File: config.mk
export PLATFORM = sky130hd
export DESIGN_NAME = cgm_mode_ctrl
export DESIGN_NICKNAME = d
export VERILOG_FILES = /design/src/pkg/cgm_pkg.sv /design/src/rtl/cgm_mode_ctrl.sv
export SDC_FILE = /design/constraint.sdc
export NUM_CORES = 1
export LEC_CHECK = 0
export ABC_AREA = 1
export ABC_CLOCK_PERIOD_IN_PS = 1800
export BUFFER_PORTS_ARGS = -buffer_cell sky130_fd_sc_hd__buf_2
export CORE_UTILIZATION = 40
export CTS_CLUSTER_DIAMETER = 60
export DETAILED_ROUTE_END_ITERATION = 6
export RECOVER_POWER = 50
export SYNTH_ARGS = -nofsm -noshare
export SYNTH_HDL_FRONTEND = slang
export SYNTH_SLANG_ARGS = --single-unit
File: constraint.sdc
create_clock -name clk -period 1.8 [get_ports clk]
set_input_delay 0.09 -clock clk [delete_from_list [all_inputs] [get_ports clk]]
set_output_delay 0.09 -clock clk [all_outputs]
set_load 0.02 [all_outputs]
File: src/pkg/cgm_pkg.sv
/*
 package for the clock generator mode-control block: register offsets,
 field positions, reset values, mode and clock-source encodings.
 assumes a single clock domain and a plain strobe register port.
*/
package cgm_pkg;
	// register offsets (index on the plain port)
	localparam logic [1:0] CGM_OFF_STATUS_CONTROL = 2'h0;
	localparam logic [1:0] CGM_OFF_PLL_CONTROL = 2'h1;
	localparam logic [1:0] CGM_OFF_MODE_CONTROL = 2'h2;
	// clock_status_control field positions
	localparam int CGM_SC_LOCK_LOSS = 7;
	localparam int CGM_SC_LOCK = 6;
	localparam int CGM_SC_PLL_STATUS = 5;
	localparam int CGM_SC_IREF_STATUS = 4;
	localparam int CGM_SC_MODE_HI = 3;
	localparam int CGM_SC_MODE_LO = 2;
	localparam int CGM_SC_OSC_READY = 1;
	localparam int CGM_SC_FINE_TRIM = 0;
	// pll_control field positions
	localparam int CGM_PC_LOL_IRQ_EN = 7;
	localparam int CGM_PC_PLL_SELECT = 6;
	localparam int CGM_PC_CLK_MON_EN = 5;
	localparam int CGM_PC_VCO_HI = 3;
	// mode_control field positions
	localparam int CGM_MC_CLKSRC_LO = 0;
	localparam int CGM_MC_IREF_SEL = 2;
	localparam int CGM_MC_REF_DIVIDER_LO = 3;
	localparam int CGM_MC_LOW_POWER = 6;
	localparam int CGM_MC_EXT_OSC_REQ = 7;
	// reset values: fll engaged internal
	localparam logic [7:0] CGM_RST_PLL_CONTROL = 8'h01;
	localparam logic [7:0] CGM_RST_MODE_CONTROL = 8'h04;
	localparam logic CGM_RST_FINE_TRIM = 1'b0;
	// clock source select / mode status encodings
	localparam logic [1:0] CGM_SRC_FLL = 2'h0;
	localparam logic [1:0] CGM_SRC_INTERNAL = 2'h1;
	localparam logic [1:0] CGM_SRC_EXTERNAL = 2'h2;
	localparam logic [1:0] CGM_SRC_PLL = 2'h3;
	localparam logic [2:0] CGM_REF_DIVIDER_NONE = 3'h0;
	// vco multiplier limits, fll lock ratio
	localparam logic [3:0] CGM_VCO_MAX_CODE = 4'hA;
	localparam logic [5:0] CGM_VCO_MAX_MULT = 6'h28;
	localparam int CGM_FLL_RATIO = 1024;
	// oscillator initialization cycles
	localparam int CGM_OSC_INIT_CYCLES = 4096;

	typedef enum logic [2:0] {
		CGM_FLL_INTERNAL,
		CGM_FLL_EXTERNAL,
		CGM_FLL_BYPASS_INTERNAL,
		CGM_OTHER_MODE
	} cgm_mode_t;

	// msb first so the struct lines up with the mode_control field positions above
	typedef struct packed {
		logic ext_osc_request;
		logic low_power_bypass;
		logic [2:0] ref_divider;
		logic internal_ref_select;
		logic [1:0] clock_source_select;
	} cgm_mode_ctl_t;
endpackage : cgm_pkg

File: src/rtl/cgm_mode_ctrl.sv
/*
 mode-control part of the clock generator: status/control, pll control and
 mode registers, mode decode, oscillator-ready, lock-loss flag and requests.
 assumes the analog loops, oscillator and clock monitor sit outside and report
 through pins; those pins are asynchronous and are synchronised here.
*/
module cgm_mode_ctrl
	import cgm_pkg::*;
#(
	parameter int OSC_INIT_CYCLES = CGM_OSC_INIT_CYCLES
)
(
	input wire logic clk,
	input wire logic nrst,
	input wire logic [1:0] addr,
	input wire logic [7:0] wdata,
	input wire logic wr,
	input wire logic rd,
	output logic [7:0] rdata,
	input wire logic osc_running,
	input wire logic fll_locked,
	input wire logic pll_locked,
	input wire logic lock_lost,
	input wire logic ext_clock_lost,
	input wire logic ext_ref_out_en,
	output logic lock_loss_irq,
	output logic clk_monitor_reset,
	output logic fll_enable,
	output logic pll_enable,
	output logic fll_drives_main,
	output logic [5:0] vco_multiplier_m,
	output logic fine_period_adjust,
	output cgm_mode_ctl_t mode_ctl,
	output cgm_mode_t fll_mode
);
	localparam int CW = $clog2(OSC_INIT_CYCLES + 1);

	logic [7:0] pll_control_reg, pll_control_next;
	cgm_mode_ctl_t mode_reg, mode_next;
	logic fine_trim_reg, fine_trim_next;
	logic osc_ready_reg, osc_ready_next;
	logic lock_loss_flag_reg, lock_loss_flag_next;
	logic lock_hold_reg, lock_hold_next;
	logic [CW-1:0] osc_cnt_reg, osc_cnt_next;
	logic [1:0] mode_status_reg, mode_status_next;
	logic [7:0] rdata_reg, rdata_next;
	logic [4:0] s1_reg, s2_reg;
	logic osc_run_s, fll_lk_s, pll_lk_s, lol_s, ecl_s;
	logic pll_select, lock_now, ext_ref_used, internal_mode, wr_sc, wr_pc, wr_mc;
	logic lock_disturb;
	logic [1:0] active_src;
	cgm_mode_ctl_t wmode;

	// two-flop synchronisers for the analog status pins
	always_ff @(posedge clk)
	begin
		if (!nrst)
		begin
			s1_reg <= 5'h00;
			s2_reg <= 5'h00;
		end
		else
		begin
			s1_reg <= {ext_clock_lost, lock_lost, pll_locked, fll_locked, osc_running};
			s2_reg <= s1_reg;
		end
	end
	assign {ecl_s, lol_s, pll_lk_s, fll_lk_s, osc_run_s} = s2_reg;

	// decodes of bus strobes and control fields
	assign wr_sc = wr && (addr == CGM_OFF_STATUS_CONTROL);
	assign wr_pc = wr && (addr == CGM_OFF_PLL_CONTROL);
	assign wr_mc = wr && (addr == CGM_OFF_MODE_CONTROL);
	assign wmode = cgm_mode_ctl_t'(wdata);
	assign pll_select = pll_control_reg[CGM_PC_PLL_SELECT];
	assign pll_enable = pll_select;
	assign fll_enable = !pll_select;
	assign internal_mode = (fll_mode != CGM_FLL_EXTERNAL) && mode_reg.internal_ref_select;
	assign ext_ref_used = ext_ref_out_en || !mode_reg.internal_ref_select;
	assign lock_now = pll_select ? pll_lk_s : fll_lk_s;

	// mode decode of the three fll modes
	always_comb
	begin
		fll_mode = CGM_OTHER_MODE;
		if (!pll_select && mode_reg.clock_source_select == CGM_SRC_FLL)
		begin
			if (mode_reg.internal_ref_select && mode_reg.ref_divider == CGM_REF_DIVIDER_NONE)
				fll_mode = CGM_FLL_INTERNAL;
			else if (!mode_reg.internal_ref_select)
				fll_mode = CGM_FLL_EXTERNAL;
		end
		else if (!pll_select && mode_reg.clock_source_select == CGM_SRC_INTERNAL
			&& mode_reg.internal_ref_select && mode_reg.ref_divider == CGM_REF_DIVIDER_NONE
			&& !mode_reg.low_power_bypass)
			fll_mode = CGM_FLL_BYPASS_INTERNAL;
	end

	// main clock source: fll output in engaged modes, internal ref when bypassed
	always_comb
	begin
		case (fll_mode)
			CGM_FLL_INTERNAL: active_src = CGM_SRC_FLL;
			CGM_FLL_EXTERNAL: active_src = CGM_SRC_FLL;
			CGM_FLL_BYPASS_INTERNAL: active_src = CGM_SRC_INTERNAL;
			default: active_src = (pll_select && mode_reg.clock_source_select == CGM_SRC_FLL)
				? CGM_SRC_PLL : mode_reg.clock_source_select;
		endcase
	end
	assign fll_drives_main = (active_src == CGM_SRC_FLL);

	// vco multiplier: four times the code, reserved high codes clamp to forty
	always_comb
	begin
		if (pll_control_reg[CGM_PC_VCO_HI:0] > CGM_VCO_MAX_CODE)
			vco_multiplier_m = CGM_VCO_MAX_MULT;
		else
			vco_multiplier_m = {pll_control_reg[CGM_PC_VCO_HI:0], 2'b00};
	end

	// lock is disturbed by writes that change reference, loop or internal trim
	assign lock_disturb = (wr_mc && (wmode.internal_ref_select != mode_reg.internal_ref_select
		|| wmode.ref_divider != mode_reg.ref_divider))
		|| (wr_pc && wdata[CGM_PC_PLL_SELECT] != pll_select)
		|| (wr_sc && internal_mode && wdata[CGM_SC_FINE_TRIM] != fine_trim_reg);

	// next state of registers and status
	always_comb
	begin
		pll_control_next = wr_pc ? wdata : pll_control_reg;
		mode_next = wr_mc ? wmode : mode_reg;
		fine_trim_next = wr_sc ? wdata[CGM_SC_FINE_TRIM] : fine_trim_reg;
		// set beats the write-one clear when both land together
		lock_loss_flag_next = lock_loss_flag_reg;
		if (wr_sc && wdata[CGM_SC_LOCK_LOSS])
			lock_loss_flag_next = 1'b0;
		if (lol_s && lock_hold_reg)
			lock_loss_flag_next = 1'b1;
		// lock indication held low after a disturbing write until reacquired
		if (lock_disturb)
			lock_hold_next = 1'b0;
		else if (lock_hold_reg)
			lock_hold_next = lock_now;
		else
			lock_hold_next = lock_now && !lol_s;
		// oscillator init counter runs while requested and in use
		osc_cnt_next = osc_cnt_reg;
		osc_ready_next = osc_ready_reg;
		if (!mode_reg.ext_osc_request || (internal_mode && !ext_ref_out_en))
		begin
			osc_cnt_next = '0;
			osc_ready_next = 1'b0;
		end
		else if (ext_ref_used && osc_run_s && !osc_ready_reg)
		begin
			if (osc_cnt_reg == CW'(OSC_INIT_CYCLES - 1))
				osc_ready_next = 1'b1;
			else
				osc_cnt_next = osc_cnt_reg + 1'b1;
		end
		mode_status_next = active_src;
		// read data appears in the cycle after the read strobe
		rdata_next = 8'h00;
		if (rd)
		begin
			case (addr)
				CGM_OFF_STATUS_CONTROL: rdata_next = {lock_loss_flag_reg, lock_hold_reg,
					pll_select, mode_reg.internal_ref_select, mode_status_reg,
					osc_ready_reg, fine_trim_reg};
				CGM_OFF_PLL_CONTROL: rdata_next = pll_control_reg;
				CGM_OFF_MODE_CONTROL: rdata_next = 8'(mode_reg);
				default: rdata_next = 8'h00;
			endcase
		end
	end

	// register stage
	always_ff @(posedge clk)
	begin
		if (!nrst)
		begin
			pll_control_reg <= CGM_RST_PLL_CONTROL;
			mode_reg <= cgm_mode_ctl_t'(CGM_RST_MODE_CONTROL);
			fine_trim_reg <= CGM_RST_FINE_TRIM;
			osc_ready_reg <= 1'b0;
			lock_loss_flag_reg <= 1'b0;
			lock_hold_reg <= 1'b0;
			osc_cnt_reg <= '0;
			mode_status_reg <= CGM_SRC_FLL;
			rdata_reg <= 8'h00;
		end
		else
		begin
			pll_control_reg <= pll_control_next;
			mode_reg <= mode_next;
			fine_trim_reg <= fine_trim_next;
			osc_ready_reg <= osc_ready_next;
			lock_loss_flag_reg <= lock_loss_flag_next;
			lock_hold_reg <= lock_hold_next;
			osc_cnt_reg <= osc_cnt_next;
			mode_status_reg <= mode_status_next;
			rdata_reg <= rdata_next;
		end
	end

	// outputs
	assign rdata = rdata_reg;
	assign lock_loss_irq = lock_loss_flag_reg && pll_control_reg[CGM_PC_LOL_IRQ_EN];
	assign clk_monitor_reset = ecl_s && pll_control_reg[CGM_PC_CLK_MON_EN];
	assign fine_period_adjust = fine_trim_reg;
	assign mode_ctl = mode_reg;

	// assertions: interrupt, loop select and clock monitor
	irq_gate_a: assert property (@(posedge clk) disable iff (!nrst)
		lock_loss_irq == (lock_loss_flag_reg && pll_control_reg[CGM_PC_LOL_IRQ_EN]))
		else $error("irq not gated by flag and enable");
	loop_excl_a: assert property (@(posedge clk) disable iff (!nrst)
		pll_enable != fll_enable) else $error("both loops enabled");
	mon_off_a: assert property (@(posedge clk) disable iff (!nrst)
		!pll_control_reg[CGM_PC_CLK_MON_EN] |-> !clk_monitor_reset)
		else $error("monitor reset while disabled");
	mon_on_a: assert property (@(posedge clk) disable iff (!nrst)
		ecl_s && pll_control_reg[CGM_PC_CLK_MON_EN] |-> clk_monitor_reset)
		else $error("monitor reset missing");
	// vco multiplier, including the reserved codes
	vco_clamp_a: assert property (@(posedge clk) disable iff (!nrst)
		pll_control_reg[CGM_PC_VCO_HI:0] > CGM_VCO_MAX_CODE |-> vco_multiplier_m == CGM_VCO_MAX_MULT)
		else $error("reserved vco code not forty");
	vco_scale_a: assert property (@(posedge clk) disable iff (!nrst)
		pll_control_reg[CGM_PC_VCO_HI:0] != 4'h0 && pll_control_reg[CGM_PC_VCO_HI:0] <= CGM_VCO_MAX_CODE
		|-> vco_multiplier_m == 6'(pll_control_reg[CGM_PC_VCO_HI:0]) * 6'h04)
		else $error("vco multiplier not four times code");
	// oscillator ready: set only after a counted start, dropped only for the two causes
	osc_set_a: assert property (@(posedge clk) disable iff (!nrst)
		$rose(osc_ready_reg) |-> $past(mode_reg.ext_osc_request) && $past(ext_ref_used)
		&& $past(osc_run_s) && $past(osc_cnt_reg) == CW'(OSC_INIT_CYCLES - 1))
		else $error("osc ready set too early");
	osc_clear_a: assert property (@(posedge clk) disable iff (!nrst)
		!mode_reg.ext_osc_request |=> !osc_ready_reg)
		else $error("osc ready not cleared");
	osc_drop_a: assert property (@(posedge clk) disable iff (!nrst)
		$fell(osc_ready_reg) |-> !$past(nrst) || !$past(mode_reg.ext_osc_request)
		|| ($past(internal_mode) && !$past(ext_ref_out_en)))
		else $error("osc ready dropped without cause");
	// lock-loss flag and lock indication
	flag_sticky_a: assert property (@(posedge clk) disable iff (!nrst)
		lock_loss_flag_reg && !(wr_sc && wdata[CGM_SC_LOCK_LOSS]) |=> lock_loss_flag_reg)
		else $error("lock loss flag dropped");
	flag_set_a: assert property (@(posedge clk) disable iff (!nrst)
		lol_s && lock_hold_reg |=> lock_loss_flag_reg)
		else $error("lock loss not flagged");
	flag_quiet_a: assert property (@(posedge clk) disable iff (!nrst)
		!lock_loss_flag_reg && !(lol_s && lock_hold_reg) |=> !lock_loss_flag_reg)
		else $error("lock loss flag set without cause");
	lock_clear_a: assert property (@(posedge clk) disable iff (!nrst)
		lock_disturb |=> !lock_hold_reg) else $error("lock not cleared");
	lock_ok_a: assert property (@(posedge clk) disable iff (!nrst)
		$rose(lock_hold_reg) |-> $past(lock_now) && !$past(lock_disturb))
		else $error("lock shown before reacquired");
	// mode decode, clock routing and reported status
	status_follow_a: assert property (@(posedge clk) disable iff (!nrst)
		$stable(active_src) |=> mode_status_reg == $past(active_src))
		else $error("mode status wrong");
	fll_int_a: assert property (@(posedge clk) disable iff (!nrst)
		!pll_select && mode_reg.clock_source_select == CGM_SRC_FLL && mode_reg.internal_ref_select
		&& mode_reg.ref_divider == CGM_REF_DIVIDER_NONE |-> fll_mode == CGM_FLL_INTERNAL)
		else $error("default mode not decoded");
	bypass_dec_a: assert property (@(posedge clk) disable iff (!nrst)
		fll_mode == CGM_FLL_BYPASS_INTERNAL |-> !mode_reg.low_power_bypass && !pll_select)
		else $error("bypass mode decoded with low power set");
	bypass_src_a: assert property (@(posedge clk) disable iff (!nrst)
		fll_mode == CGM_FLL_BYPASS_INTERNAL |-> !fll_drives_main && fll_enable)
		else $error("bypass mode main clock wrong");
	engaged_src_a: assert property (@(posedge clk) disable iff (!nrst)
		fll_mode == CGM_FLL_INTERNAL || fll_mode == CGM_FLL_EXTERNAL |-> fll_drives_main)
		else $error("engaged mode main clock not from fll");
	fll_loop_a: assert property (@(posedge clk) disable iff (!nrst)
		fll_mode != CGM_OTHER_MODE |-> fll_enable && !pll_enable)
		else $error("pll running in an fll mode");
	reset_mode_a: assert property (@(posedge clk) disable iff (!nrst)
		!$past(nrst) |-> fll_mode == CGM_FLL_INTERNAL && !osc_ready_reg)
		else $error("reset did not select fll engaged internal");
endmodule : cgm_mode_ctrl

==> impl_metrics.tcl, run 1 <==
set metrics [dict create \
    outcome "completed" \
    grt_pass1_wl_um 9240 \
    register_area_um2 1060 \
    synth_fa_ha_area_share_pct 0.508 \
    final_common_cell "nand2_1" \
    portBuffers 47 \
    grt_antenna_before_repair 0 \
    drive_above_1_share_pct 16.6 \
    row_count 28 \
    slew_headroom_pct 54.6 \
    clock-sinks 53 \
    final.min_clock_period_ps 1610 \
    grt_pass1_vias 1992 \
    synth_seq_cells 53 \
    ant_nets 0 \
    dpl-instance-area_um2 2750 \
    synth_area_leaders "dfxtp_1 43%, nand2_1 16%, inv_1 7.0%, o21ai_0 3.9%, nor2_1 3.7%" \
    vias 2206 \
    muxShareOfSynthArea_pct 0 \
    start_util_pct 41.6 \
    rrSetupSlack_ps 190 \
    overflow 0 \
    final_cell_mix "102 x nand2_1, 53 x dfxtp_1, 47 x inv_1" \
    post_synth_xor_area_fraction_pct 3.20 \
    syn_inst 344 \
    r2r-end "osc_cnt_reg[7]" \
    r2r-start "osc_cnt_reg[0]" \
    synth_top_family_by_area "simple AND/OR/NAND/NOR gates" \
    drc 0 \
    cp-end-kind "flop" \
    floorplan.core_area_um2 5920 \
    drv_slew 0 \
    criticalPathCategory "flop to flop" \
    ir_drop_uv 433 \
    power_density_nw_per_um2 759 \
    fmax_mhz 621 \
    final_nets 418 \
    multiInputGateArea_um2 1130 \
    grt_usage_pct 18.6 \
    fp.dieW_um 80.5 \
    drv_cap 0 \
    io_pins 51 \
    synthSimpleGateAreaFrac_pct 29.6 \
    cp_max_fo 11 \
    hold_path_class "input port to flop" \
    cp-endpoint "osc_cnt_reg[7]" \
    fin_worst_skew_ps 10.2 \
    die-area_um2 6480 \
    cts_setup_buffers 0 \
    setup_viol 0 \
    hold_viol_final 0 \
    arrival_ps 1850 \
    drt-total-wl_um 5620 \
    startpoint_type "flop" \
    fin_crit_sh_pct 89.5 \
    drt_iter0_drc 101 \
    routedWlPerCell_um 11.9 \
    p_leak_nw 1.30 \
    htree_levels 2 \
    synth_cell_types 32 \
    cts_inserted_buffers 5 \
    root_buffer "clkbuf_8" \
    vias_per_cell 4.66 \
    n_antenna_cell 0 \
    die_h_um 80.5 \
    fill_cells 620 \
    seq_area_frac_synth_pct 43.0 \
    rsz0062_at_grt "no" \
    drtPass1Iterations 4 \
    grt_max_degree 25 \
    crit_required_ps 2040 \
    yosysTopAreaCell "dfxtp_1" \
    setup.worst_path.start "osc_cnt_reg[0]" \
    fin_area_um2 2850 \
    tns_ps 0 \
    ys_warn_count 0 \
    gp_congestion 0.831 \
    r2r_cells 9 \
    post-dp-hpwl_um 4160 \
    netlist_area_um2 2460 \
    syn_to_final_growth_pct 15.8 \
    synth_top_area_share_pct 43.0 \
    largest_reg_flops 13 \
    avgSynthCellArea_um2 7.17 \
    tritoncts "done" \
    clk_pin_slew_ps 100 \
    insertion_delay_ps 310 \
    cts_buffer_depth 2 \
    synth-compound-area-share_pct 12.9 \
    cts_resized 0 \
    tightestPinTransition_ps 679 \
]
-- logic make-up after synthesis --
kind of cell	after synthesis
and+or+nand+nor	167
DFF	53
AOI/OAI and AO/OA	52
adders and majority gates	1
buffers and inverters	61
xor gates and xnor gates	9
other	1
-- how the worst min path moves through the flow --
stage | from | endpoint | depth (start not counted)
after floorplan | osc_running | s1_reg[0] | 2
after global placement | pll_locked | s1_reg[2] | 3
after detailed placement | pll_locked | s1_reg[2] | 3
after CTS | nrst | s2_reg[0] | 3
after global routing | nrst | s2_reg[0] | 3
final | nrst | s2_reg[0] | 3
-- critical path, cell delays in order (launching register included) --
cell	delay, ps
dfxtp_1	440
ha_1	340
nand3_2	130
inv_2	60
nand2_1	70
clkinv_2	80
nand2_4	60
nand2_4	130
nand2_1	90
a21oi_2	130
-- area by class of cell --
cell class	instances	share of cell area (%)
clock buffers	6	2.54
clock inverters	2	0.482
inverters	50	6.66
multi-input cells	232	39.7
flip-flops and latches	53	37.2
well taps	75	3.29
repair buffers	55	10.2
-- layer usage --
metal / GRT usage (%) / part of all wire, % / vias to the layer above
met5: 0 / 0 / -
met3: 4.09 / 5.1 / 6
met2: 27.9 / 43 / 48
li1: - / - / 1173
met1: 26.8 / 51 / 979
met4: 4.64 / 0.96 / 0
-- what timing repair did --
item	in CTS	in global routing
endpoints found under the setup margin	0	0
hold buffers	5	0
hold endpoints to repair	5	0
-- synthesized netlist by cell type --
master	count
o211ai_1	4
nor2_1	24
ha_1	1
o2111ai_1	1
inv_2	2
xnor2_1	6
nor2_4	2
dfxtp_1	53
a211oi_1	1
nand2_2	3
buf_2	2
or2_2	1
buf_12	1
a21boi_0	1
a21oi_1	15
xor2_1	3
conb_1	1
buf_4	3
nand4_1	3
nand3b_1	3
o21ai_0	19
nor2_2	4
a31oi_1	1
nand2_4	2
nand2_1	102
a21oi_2	10
nor3_1	6
clkinv_2	2
nand3_2	1
nand3_1	16
clkbuf_1	5
inv_1	46
-- power by group --
group,total [W],internal (W),leakage [nW],switching (W)
Sequential,0.00123,0.00121,0.432,0.0000252
Clock,0.000686,0.000279,0.0456,0.000407
Combinational,0.000248,0.0000853,0.821,0.000163
Total,0.00217,0.00157,1.30,0.000596
-- through the flow --
stage                     utilization [%]  instances  worst slack (ps)  total power (W)  hold slack (ps)
final                                48.2        473               189          0.00217             10.0
after global routing                 48.2        473              47.1          0.00226             34.6
after CTS                            48.8        473               188          0.00220             4.87
after detailed placement             46.5        460               195          0.00151              274
after global placement               46.5        460               272          0.00151              269
after floorplan                         -        346               157          0.00142              188
Power figures use the tool's default switching activity.
==> inputs of run 2 (changes only) <==
Settings changed: ABC_AREA 1 to default, CORE_ASPECT_RATIO from default to 1.25.
==> run 2 against run 1 <==
  * The flow now finishes with violations (DRC)
  * Synthesized cell count shrank 22%
  * Cell count shrank 19%
  * Die area shrank 4.1%
  * Total power shrank 0.75%
  * Worst hold slack gained 39 ps
  * Synthesized area shrank 4.2%
  * Core utilization grew 2.0 points
  * Clock skew is essentially flat
  * Wire length shrank 1.4%
  * Non-clock buffer count grew 5
  * Fmax shrank 5.4%
==> impl_metrics.tcl, run 2 <==
set metrics [dict create \
    io_pins 51 \
    final_cell_mix "52 x dfxtp_1, 38 x buf_2, 24 x nand2_1" \
    fin_ws_ps 97.5 \
    slew_headroom_pct 41.9 \
    critPathSlowestCell "or4_1" \
    tns_ps 0 \
    synth_area_leaders "dfxtp_1 45%, mux2i_1 7.2%, nand2_1 3.8%, nor2_1 3.5%, and2_1 3.4%" \
    grt_antenna_before_repair 0 \
    synth_edf_count 0 \
    drt-total-wl_um 5540 \
    n_antenna_cell 0 \
    dp_cells 371 \
    largest_reg_flops 13 \
    grt_pass1_vias 1865 \
    synth_seq_cells 53 \
    tritoncts "done" \
    row_count 30 \
    cp_slowest_stage_delay_ps 470 \
    cp_max_fo 8 \
    netlist_area_um2 2360 \
    ir_drop_uv 483 \
    syn_inst 268 \
    arrival_ps 1940 \
    grt_max_degree 33 \
    instances_no_fill 384 \
    power_density_nw_per_um2 771 \
    final_common_cell "dfxtp_1" \
    fin_worst_skew_ps 9.99 \
    portBuffers 47 \
    syn_to_final_growth_pct 18.2 \
    fmax_mhz 587 \
    crit_path_cell_trace "ha_1, and4_4, and4_4, or4_1, a21oi_1" \
    vias_per_cell 5.32 \
    startpoint_type "flop" \
    crit_required_ps 2040 \
    die_h_um 87.9 \
    drtPass1Iterations 6 \
    setup_viol 0 \
    final.min_clock_period_ps 1700 \
    drc 2 \
    dpl_worst_slack_ps 11.8 \
    grt_pass1_wl_um 8960 \
    start_util_pct 42.5 \
    cts_inserted_buffers 5 \
    cts_buffer_depth 2 \
    outcome "complete, but fails checks" \
    rsz0062_at_grt "no" \
    tightestPinTransition_ps 871 \
    synth_cell_types 43 \
    seq_area_frac_synth_pct 44.9 \
    gp_congestion 0.773 \
    drt_iter0_drc 54 \
    violations "DRC" \
    clk_pin_slew_ps 90 \
    synth_common_cells "53 x dfxtp_1, 24 x nand2_1, 22 x nor2_1" \
    synth_most_common_cell "dfxtp_1" \
    synth_top_area_share_pct 44.9 \
    routedWlPerCell_um 14.4 \
    yosysTopAreaCell "dfxtp_1" \
    rrSetupSlack_ps 100 \
    avgSynthCellArea_um2 8.81 \
    power_w 0.00215 \
    overflow 0 \
    drv_slew 0 \
    root_buffer "clkbuf_8" \
    htree_levels 2 \
    clock-sinks 53 \
    cp-end-kind "flop" \
    p_leak_nw 1.14 \
    criticalPathCategory "flop to flop" \
    final_nets 340 \
    grt_usage_pct 18.7 \
    drive_above_1_share_pct 18.1 \
    ant_nets 0 \
    drv_cap 0 \
    insertion_delay_ps 310 \
    post-dp-hpwl_um 3980 \
    hold_viol_final 0 \
    synth_flop_cell "dfxtp_1" \
    floorplan.core_area_um2 5560 \
    async_flop_share_pct 0 \
    ys_warn_count 0 \
    cts_setup_buffers 0 \
    fp.dieW_um 70.7 \
    crit_path_frequent_cell "and4_4" \
    fin_crit_sh_pct 94.6 \
    die-area_um2 6220 \
    hold_path_class "input port to flop" \
    vias 2042 \
]
run 2: cell count changes after synthesis, moves of 5 or more:
| cell | previous run | this run |
|---|---|---|
| nand2_1 | 102 | 24 |
| inv_1 | 46 | 4 |
| mux2i_1 | 0 | 17 |
| and2_1 | 0 | 13 |
| nor2b_1 | 0 | 12 |
| o21ai_0 | 19 | 8 |
| a21oi_2 | 10 | 0 |
| clkbuf_1 | 5 | 13 |
| a21boi_0 | 1 | 7 |
| or4_1 | 0 | 6 |
| o31ai_1 | 0 | 5 |
run 2: through the flow:
stage	area [µm²]	utilization (%)	hold slack [ps]
2_1_floorplan	2370	-	215
3_3_place_gp	2660	47.9	297
3_5_place_dp	2660	47.9	300
4_1_cts	2810	50.6	33.0
5_1_grt	2790	50.2	51.7
6_report	2790	50.2	49.2
run 2: worst max-delay path, delay by kind of cell (launching register included):
| family | cells | cell delay (ps) |
|---|---|---|
| compound gates | 1 | 150 |
| fa+ha+maj | 1 | 240 |
| flops | 1 | 340 |
| simple gates | 3 | 910 |
run 2: final timing paths:
check	to	depth (start not counted)	startpoint
worst min register to register	s2_reg[2]	1	s1_reg[2]
worst max-delay path	osc_cnt_reg[4]	5	osc_cnt_reg[0]
worst min-delay path	pll_control_reg[0]	3	wdata[0]
worst max register to register	osc_cnt_reg[4]	5	osc_cnt_reg[0]
run 2: timing repair:
item / CTS / global route
setup endpoints to repair: 1 / 4
hold buffers: 5 / 0
gates resized for setup: 2 / 1
hold endpoints to repair: 5 / 0
run 2: metal layers:
metal / vias up / share of wire [%] / GRT usage (%)
met5: - / 0 / 0
met3: 7 / 3.3 / 3.80
li1: 1039 / - / -
met4: 0 / 1.4 / 7.64
met2: 36 / 51 / 33.9
met1: 960 / 45 / 21.6
run 2: cell families after synthesis:
| group | Yosys count | share of synthesized area (%) |
|---|---|---|
| xor gates and xnor gates | 5 | 1.85 |
| other | 1 | 0.159 |
| AOI/OAI and AO/OA | 50 | 13.5 |
| buffers and inverters | 22 | 4.29 |
| muxes | 17 | 7.21 |
| adders and majority gates | 1 | 0.530 |
| DFF | 53 | 44.9 |
| and+or+nand+nor | 119 | 27.6 |
run 2: layout make-up:
cell class | instances | area (µm²)
sequential | 53 | 1060
inverter | 4 | 15.0
fill | 577 | 2770
multi-input combinational | 195 | 1210
clock inverter | 2 | 13.8
clock buffer | 6 | 82.6
timing repair buffer | 60 | 323
tap | 64 | 80.1
run 2: power breakdown:
part | switching (W) | internal, W | leakage (nW)
clock network | 0.000387 | 0.000312 | 0.0512
logic | 0.000137 | 0.0000942 | 0.658
registers | 0.0000205 | 0.00120 | 0.431
total | 0.000544 | 0.00161 | 1.14
